--- src/rtl/wwd_pkg.sv ---
// Constants and state type for the windowed watchdog timer.
// Assumes one 50 MHz clock; all control inputs come from that domain.
//
// Function
// - Runs from 32 kHz oscillator, enable starts it
// - Prescaler divides by 32 or 128
// - Postscaler ratio 1:1 to 1:32768, sixteen steps
// - Any device reset clears all counts
// - Completed clock switch clears all counts
// - Power save instruction clears all counts
// - Leaving sleep or idle clears all counts
// - Clear instruction clears counts when awake
// - Counts in sleep, timeout wakes core
// - Hard enable fuse forces watchdog always on
// - Otherwise soft enable bit runs the watchdog
// - Device reset forces soft enable to zero
// - Timeout flag sticky, software clears it
// - Window disable zero selects windowed clearing
package wwd_pkg;

    ////////////////////////////////////////////////////////////////////////
    // Timing
    localparam int WWD_CLK_HZ  = 50_000_000;
    localparam int WWD_LOW_POWER_RC_OSC_HZ = 32_000;
    // Longest whole cycle count fitting one oscillator period
    localparam int WWD_LOW_POWER_RC_OSC_CYC = WWD_CLK_HZ / WWD_LOW_POWER_RC_OSC_HZ;
    localparam logic [10:0] WWD_LOW_POWER_RC_OSC_LAST = 11'(WWD_LOW_POWER_RC_OSC_CYC - 1);
    localparam logic [10:0] WWD_OSC_ZERO  = 11'h0;
    localparam logic [10:0] WWD_OSC_ONE   = 11'h1;

    ////////////////////////////////////////////////////////////////////////
    // Prescaler and postscaler
    localparam logic [6:0]  WWD_PRE_LAST_32  = 7'h1f;
    localparam logic [6:0]  WWD_PRE_LAST_128 = 7'h7f;
    localparam logic [6:0]  WWD_PRE_ZERO     = 7'h0;
    localparam logic [6:0]  WWD_PRE_ONE      = 7'h1;
    localparam logic [2:0]  WWD_PRE_SH_32    = 3'h5;
    localparam logic [2:0]  WWD_PRE_SH_128   = 3'h7;
    localparam logic [21:0] WWD_PRE_DIV_32   = 22'h20;
    localparam logic [21:0] WWD_PRE_DIV_128  = 22'h80;
    localparam logic [14:0] WWD_POST_ZERO    = 15'h0;
    localparam logic [14:0] WWD_POST_ONE     = 15'h1;
    localparam logic [15:0] WWD_POST_UNIT    = 16'h1;
    localparam logic [2:0]  WWD_WIN_SH_BASE  = 3'h1;

    ////////////////////////////////////////////////////////////////////////
    // State
    typedef struct packed {
        logic [10:0] osc_cnt;
        logic [6:0]  pre;
        logic [14:0] post;
        logic        soft_en;
        logic        osc_on;
        logic        flag;
        logic        wake;
        logic        rst_req;
        logic        asleep_d;
    } wwd_state_t;

    localparam wwd_state_t WWD_STATE_RST = '0;

endpackage

--- src/rtl/wwd_watchdog.sv ---
// Windowed watchdog timer core with prescaler, postscaler and window.
// Assumes the core drives instruction strobes as one-cycle pulses and
// the sleep level on REF_CLK; configuration bits hold steady.
`timescale 1ns/1ps

module wwd_watchdog
    import wwd_pkg::*;
(
    input  wire logic       REF_CLK,
    input  wire logic       RST_N,
    input  wire logic       HARD_ENABLE_FUSE,
    input  wire logic       PRESCALE_SELECT,
    input  wire logic [3:0] POSTSCALE_SELECT,
    input  wire logic       WINDOW_DISABLE,
    input  wire logic [1:0] WINDOW_SELECT,
    input  wire logic       SOFT_ENABLE_WR,
    input  wire logic       SOFT_ENABLE_DATA,
    input  wire logic       TIMEOUT_FLAG_CLR,
    input  wire logic       CLEAR_WATCHDOG_INSTR,
    input  wire logic       POWER_SAVE_INSTR,
    input  wire logic       CLOCK_SWITCH_DONE,
    input  wire logic       SLEEP_IDLE,
    output logic            LOW_POWER_RC_OSC_ON,
    output logic            SOFT_ENABLE,
    output logic            TIMEOUT_FLAG,
    output logic            WAKE_REQ,
    output logic            DEVICE_RESET_REQ
);

    ////////////////////////////////////////////////////////////////////////
    // Declarations
    wwd_state_t  q;
    wwd_state_t  n;
    logic        tick;
    logic [6:0]  pre_last;
    logic [14:0] post_last;
    logic [15:0] post_span;
    logic        pre_end;
    logic        post_end;
    logic        timeout;
    logic        clr_awake;
    logic        exit_sleep;
    logic        restart;
    logic        bad_clr;
    logic        win_open;
    // One bit wider than the longest period of 2^22 ticks
    logic [22:0] period;
    logic [22:0] elapsed;
    logic [22:0] win_start;
    logic [2:0]  pre_sh;
    logic [2:0]  win_sh;

    ////////////////////////////////////////////////////////////////////////
    // Window arithmetic
    always_comb begin
        pre_sh    = PRESCALE_SELECT ? WWD_PRE_SH_128 : WWD_PRE_SH_32;
        period    = {1'b0, (PRESCALE_SELECT ? WWD_PRE_DIV_128
                                            : WWD_PRE_DIV_32)}
                    << POSTSCALE_SELECT;
        elapsed   = ({8'h0, q.post} << pre_sh) + {16'h0, q.pre};
        win_sh    = {1'b0, WINDOW_SELECT} + WWD_WIN_SH_BASE;
        // In window mode, clearing is allowed only in the closing part of the period
        win_start = period - (period >> win_sh);
        win_open  = elapsed >= win_start;
    end

    ////////////////////////////////////////////////////////////////////////
    // Next state
    always_comb begin
        n          = q;
        n.wake     = 1'b0;
        n.rst_req  = 1'b0;
        n.asleep_d = SLEEP_IDLE;

        if (SOFT_ENABLE_WR) begin
            n.soft_en = SOFT_ENABLE_DATA;
        end
        // Oscillator runs whenever the watchdog is enabled
        n.osc_on = HARD_ENABLE_FUSE | q.soft_en;

        // 32 kHz oscillator modelled as an enable from the system clock
        tick = q.osc_on && (q.osc_cnt == WWD_LOW_POWER_RC_OSC_LAST);
        if (!q.osc_on || tick) begin
            n.osc_cnt = WWD_OSC_ZERO;
        end else begin
            n.osc_cnt = q.osc_cnt + WWD_OSC_ONE;
        end

        pre_last  = PRESCALE_SELECT ? WWD_PRE_LAST_128
                                    : WWD_PRE_LAST_32;
        post_span = WWD_POST_UNIT << POSTSCALE_SELECT;
        post_last = 15'(post_span - WWD_POST_UNIT);
        pre_end   = q.pre == pre_last;
        post_end  = q.post == post_last;
        timeout   = tick && pre_end && post_end;

        clr_awake  = CLEAR_WATCHDOG_INSTR && !SLEEP_IDLE;
        exit_sleep = q.asleep_d && !SLEEP_IDLE;
        bad_clr    = clr_awake && q.osc_on && !WINDOW_DISABLE
                     && !win_open;
        // A disabled watchdog holds its counts at zero
        restart    = !q.osc_on | POWER_SAVE_INSTR
                     | CLOCK_SWITCH_DONE
                     | exit_sleep | clr_awake | timeout;

        if (restart) begin
            n.pre  = WWD_PRE_ZERO;
            n.post = WWD_POST_ZERO;
        end else if (tick) begin
            if (pre_end) begin
                n.pre  = WWD_PRE_ZERO;
                n.post = q.post + WWD_POST_ONE;
            end else begin
                n.pre  = q.pre + WWD_PRE_ONE;
            end
        end

        // Set wins over a clear arriving in the same cycle
        if (TIMEOUT_FLAG_CLR) begin
            n.flag = 1'b0;
        end
        if (timeout) begin
            n.flag = 1'b1;
        end

        if (timeout && SLEEP_IDLE) begin
            n.wake = 1'b1;
        end
        if ((timeout && !SLEEP_IDLE) || bad_clr) begin
            n.rst_req = 1'b1;
        end
    end

    ////////////////////////////////////////////////////////////////////////
    // State register
    always_ff @(posedge REF_CLK or negedge RST_N) begin
        if (!RST_N) begin
            q <= WWD_STATE_RST;
        end else begin
            q <= n;
        end
    end

    assign LOW_POWER_RC_OSC_ON = q.osc_on;
    assign SOFT_ENABLE         = q.soft_en;
    assign TIMEOUT_FLAG        = q.flag;
    assign WAKE_REQ            = q.wake;
    assign DEVICE_RESET_REQ    = q.rst_req;
endmodule // wwd_watchdog

--- config.mk ---
export PLATFORM = sky130hd
export DESIGN_NAME = wwd_watchdog
export DESIGN_NICKNAME = d
export VERILOG_FILES = /design/src/rtl/wwd_pkg.sv /design/src/rtl/wwd_watchdog.sv
export SDC_FILE = /design/constraint.sdc
export NUM_CORES = 1
export LEC_CHECK = 0
export BUFFER_PORTS_ARGS = -buffer_cell sky130_fd_sc_hd__clkbuf_2
export CAP_MARGIN = 20
export CORE_MARGIN = 2
export CORE_UTILIZATION = 45
export DETAILED_ROUTE_END_ITERATION = 16
export PLACE_DENSITY_LB_ADDON = 0.05
export SYNTH_ARGS = -nofsm -noshare
export SYNTH_HDL_FRONTEND = slang
export SYNTH_SLANG_ARGS = --single-unit
export TNS_END_PERCENT = 30
--- constraint.sdc ---
create_clock -name REF_CLK -period 8.8 [get_ports REF_CLK]
set_clock_uncertainty 0.05 [all_clocks]
set_input_delay 0.44 -clock REF_CLK [delete_from_list [all_inputs] [get_ports REF_CLK]]
set_output_delay 0.44 -clock REF_CLK [all_outputs]
set_load 0.01 [all_outputs]
# Word level (Yosys, flattened, before mapping)
# Index checks and enable logic that the tools add are counted.
word_totals:
  reg_bits: 39
  in_bits: 18
  output_inout_bits: 5
  word_cells: 62
op_classes:
  addsub: 7
  n_lt_le_gt_ge: 1
  n_eq_ne: 3
  shift: 4
  muxes: 12
  bitwise: 6
  reduce_logical: 20
ops:
  columns: ["operator", "count"]
  rows:
  - ["22-bit 2-to-1 mux", 2]
  - ["23-bit by 7-bit adder with 23-bit output", 1]
  - ["23-bit greater-or-equal comparator", 1]
  - ["15-bit by 3-bit left shift with 23-bit output", 1]
  - ["8-bit by 4-bit left shift with 23-bit output", 1]
  - ["23-bit by 3-bit right shift with 23-bit output", 1]
  - ["23-bit subtractor", 1]
  - ["15-bit by 1-bit adder with 15-bit output (second input constant)", 1]
  - ["15-bit == test", 1]
  - ["15-bit 2-to-1 mux", 1]
  - ["1-bit by 4-bit left shift with 15-bit output (first input constant)", 1]
  - ["15-bit by 1-bit subtractor with 15-bit output (second input constant)", 1]
  - ["7-bit 2-to-1 mux", 2]
  - ["11-bit by 1-bit adder with 11-bit output (second input constant)", 1]
  - ["11-bit == test (second input constant)", 1]
  - ["11-bit 2-to-1 mux", 1]
  - ["1-bit logical AND", 10]
  - ["8-bit 2-to-1 mux", 1]
  - ["7-bit by 1-bit adder with 7-bit output (second input constant)", 1]
  - ["7-bit == test", 1]
  - ["1-bit OR", 6]
  - ["2-bit nonzero test", 3]
  - ["1-bit zero test", 4]
  - ["1-bit 2-to-1 mux", 4]
  - ["other kinds (4)", 5]

# Longest topological paths before layout
logic_depth:
  depth_word: 9
  depth_mapped: 26
  mapped_depth_nobuf: 23

# Worst setup path after synthesis
# No wires, ideal clock.
synth_path:
  path_type: "input -> register"
  start: "input port POSTSCALE_SELECT[3]"
  end: "register q, in the netlist DEVICE_RESET_REQ"
  setup_time_ns: 0.076
  arrival_ns: 4.816
  required_ns: 8.674
  path_slack_ns: 3.857
  path_stages: 25
  path_buffers: 4
  path_cell_list: "buf_2 -> buf_2 -> buf_2 -> buf_1 -> nor2_1 -> a21oi_1 -> nor2_1 -> mux2_2 -> mux2i_1 -> ha_1 -> a21o_1 -> a21o_1 -> a21o_1 -> and2_1 -> a31o_4 -> a41oi_4 -> nand3_1 -> o311a_1 -> ha_1 -> a21oi_1 -> nor2b_1 -> o21ai_0 -> nand3_1 -> or4_1 -> o21ai_1"
synth_rtl:
  columns: ["element", "line_no", "source"]
  rows:
  - ["from (decl)", "wwd_watchdog.sv:13", "input wire logic [3:0] POSTSCALE_SELECT,"]
  - ["to (signal assigned)", "wwd_watchdog.sv:140", "q <= n;"]
  - ["to (decl)", "wwd_watchdog.sv:32", "wwd_state_t q;"]

==> flow_summary.json <==
{
  "status": "completed",
  "grt.total_usage": 0.2275,
  "cts-buffers-inserted": 5,
  "grt_busiest_layer": "met2",
  "area_delta_synth_final_pct": 5.651,
  "worstHoldPathCells": 1,
  "post_cts_resized": 0,
  "rr_endpoint": "DEVICE_RESET_REQ$_DFF_PN0_",
  "io_buffers": 22,
  "ys.flop_type": "dfrtp_1",
  "fin_setup_tns_ns": 0,
  "met3_usage": 0.03175,
  "wirelength_mm": 13.31,
  "hold_buffers": 0,
  "wl_per_cell_um": 16.41,
  "final_common_cell": "nor2_1",
  "synth_top_family_by_area": "simple AND/OR/NAND/NOR gates",
  "route.detailed.drc": 0,
  "clk_pin_slew_worst_paths_ns": 0.06,
  "core_area_um2": 10940,
  "postRouteAntennaNets": 0,
  "rows": 38,
  "drt_iter0_drc": 296,
  "place.gp.congestion": 0.9158,
  "maxCapViolCount": 0,
  "vias": 4783,
  "start_util": 0.4657,
  "synthMuxAreaShare": 0.04914,
  "synth_seq_area_share": 0.1916,
  "routed_via_density": 5.898,
  "worstPathArrival_ns": 5.44,
  "synth_cell_types": 73,
  "path_max_fanout": 59,
  "grt_pass1_wl_mm": 22.11,
  "grtUsageMet1": 0.3420,
  "vdd_drop_max_v": 0.0001421,
  "hold_end": "q[0]$_DFF_PN0_",
  "cts.htree.levels": 2,
  "ys_warn_count": 0,
  "holdWs_ns": 0.2729,
  "synth_compound_area_frac": 0.2167,
  "synth_fa_ha_area_frac": 0.1145,
  "yosys.area_share.simple": 0.2749,
  "die-area_um2": 12180,
  "rsz0062_at_grt": "false",
  "worstSetupPathType": "in2reg",
  "grt_overflow": 0,
  "nNetsFinal": 735,
  "synthXorXnorAreaFrac": 0.1084,
  "worst_pin_slew_ns": 0.8450,
  "cts_root_buffer": "clkbuf_16",
  "clock-sinks": 39,
  "cts_tree": "built",
  "avgSynthCellArea_um2": 7.500,
  "io_pins": 23,
  "power_density_nw_per_um2": 108.9,
  "n_antenna_cell": 0,
  "r2r-start": "q[7]$_DFFE_PN0P_",
  "r2r_cells": 16,
  "firstDrtPassIters": 5,
  "hold_path.class": "in2reg",
  "synth.cell_area_um2": 5092,
  "synth_edf_count": 0,
  "syn-num-nets": 743,
  "insertion_delay_ns": 0.28,
  "async_flop_share": 1.000,
  "clock_path_buffers": 2,
  "die_height_um": 110.4,
  "r2r_setup_slack_ns": 4.61,
  "timing.final.crit_period_ns": 5.286,
  "critPathLaunchType": "primary input",
  "drive_gt1_frac": 0.08644,
  "hold_viol": 0,
  "critPathCaptureType": "flip-flop",
  "period_share": 0.6007,
  "die_x_um": 110.4,
  "hold_start": "SLEEP_IDLE",
  "p_leak_nw": 2.343,
  "hpwlAfterDp_mm": 10.13,
  "setup_viol": 0,
  "maxSlewViolCount": 0,
  "grt_max_degree": 60,
  "critPathRequiredTime_ns": 8.95,
  "postSynthCellCount": 679,
  "fmax_mhz": 189.2,
  "final_cell_mix": "nor2_1 (97), nand2_1 (61), a21oi_1 (46)",
  "ys_seq_elements": 39,
  "post_cts.repair.setup_buffers": 0,
  "grt_pass1_vias": 4406,
  "antenna_found_initial": 0,
  "grtUsageMet2": 0.3554,
  "slew_headroom": 0.4287
}
## cell type report
cell class | instances | area, um2
fillers | 1111 | 5555
multi-input cells | 587 | 3889
flip-flops and latches | 39 | 975.9
well taps | 140 | 175.2
repair buffers | 25 | 147.6
clock buffers | 6 | 138.9
inverters | 13 | 48.80
clock inverters | 1 | 5.005
## cells by family after synthesis
group           after synthesis
simple gates                289
compound gates              165
xor+xnor                     63
buf+inv                      53
fa+ha+maj                    46
flops                        39
mux                          24
## worst max-delay path by stage
stage | startpoint | end | slack [ns] | cells after the start
global placement | PRESCALE_SELECT | DEVICE_RESET_REQ$_DFF_PN0_ | 3.57 | 23
detailed placement | PRESCALE_SELECT | DEVICE_RESET_REQ$_DFF_PN0_ | 3.27 | 23
finish | PRESCALE_SELECT | DEVICE_RESET_REQ$_DFF_PN0_ | 3.51 | 23
global route | PRESCALE_SELECT | DEVICE_RESET_REQ$_DFF_PN0_ | 3.13 | 23
floorplan | POSTSCALE_SELECT[3] | DEVICE_RESET_REQ$_DFF_PN0_ | 3.86 | 25
CTS | PRESCALE_SELECT | DEVICE_RESET_REQ$_DFF_PN0_ | 3.55 | 23
## metal layers
metal  vias to the layer above  wire, um
li1                       2405         -
met5                         -         0
met1                      2268      6686
met3                         8       536
met2                       102      5988
met4                         0        95
## state kept, by name (all words and copies together) (netlist names)
name                 cells
WAKE_REQ                 1
q                       34
SOFT_ENABLE              1
LOW_POWER_RC_OSC_ON      1
TIMEOUT_FLAG             1
DEVICE_RESET_REQ         1
## where the power goes
part | leakage, nW | internal, mW | total [mW] | switching [mW]
combinational | 1.74 | 0.0869 | 0.208 | 0.121
sequential | 0.531 | 0.188 | 0.197 | 0.00904
clock | 0.0727 | 0.111 | 0.182 | 0.0709
total | 2.34 | 0.385 | 0.586 | 0.201
## through the flow
step / setup WS (ns) / total power, mW / instances / utilization / instance area [um2]
after CTS: 3.552 / 0.5896 / 809 / 0.4892 / 5350
after floorplan: 3.857 / 0.3602 / 679 / - / 5092
after global routing: 3.131 / 0.6272 / 811 / 0.4920 / 5380
after detailed placement: 3.267 / 0.4054 / 802 / 0.4761 / 5206
after global placement: 3.565 / 0.4018 / 802 / 0.4761 / 5206
final: 3.514 / 0.5860 / 811 / 0.4920 / 5380
## worst max-delay path, cell delays in order
cell      delay, ns
clkbuf_2       0.07
buf_4          0.47
xor2_1         0.50
nand2_1        0.23
nor2_1         0.20
mux2_2         0.19
mux2i_1        0.07
ha_1           0.37
a21o_1         0.20
a21o_1         0.17
a21o_1         0.17
and2_1         0.16
a31o_4         0.23
a41oi_4        0.28
nand3_1        0.11
o311a_1        0.12
ha_1           0.29
a21oi_1        0.15
nor2b_1        0.05
o21ai_0        0.18
nand3_1        0.13
or4_1          0.49
o21ai_1        0.15
## cells in the mapped netlist, types with 8 or more instances
library cell,count,area share
dfrtp_1,39,0.19
xor2_1,36,0.062
o21ai_0,39,0.038
ha_1,45,0.11
nand2_1,61,0.045
xnor2_1,27,0.046
a21o_1,17,0.025
nor3_1,16,0.016
nand3_1,35,0.034
inv_1,12,0.0088
buf_2,11,0.011
nand4_1,13,0.016
nor2_1,97,0.071
nand2b_1,11,0.014
nor2b_1,13,0.016
mux2i_1,16,0.031
mux2_2,8,0.018
a21oi_1,46,0.045
clkbuf_1,21,0.015
o21a_1,9,0.013
and3_1,9,0.011
Note: power is estimated with default switching activity, not from simulation.
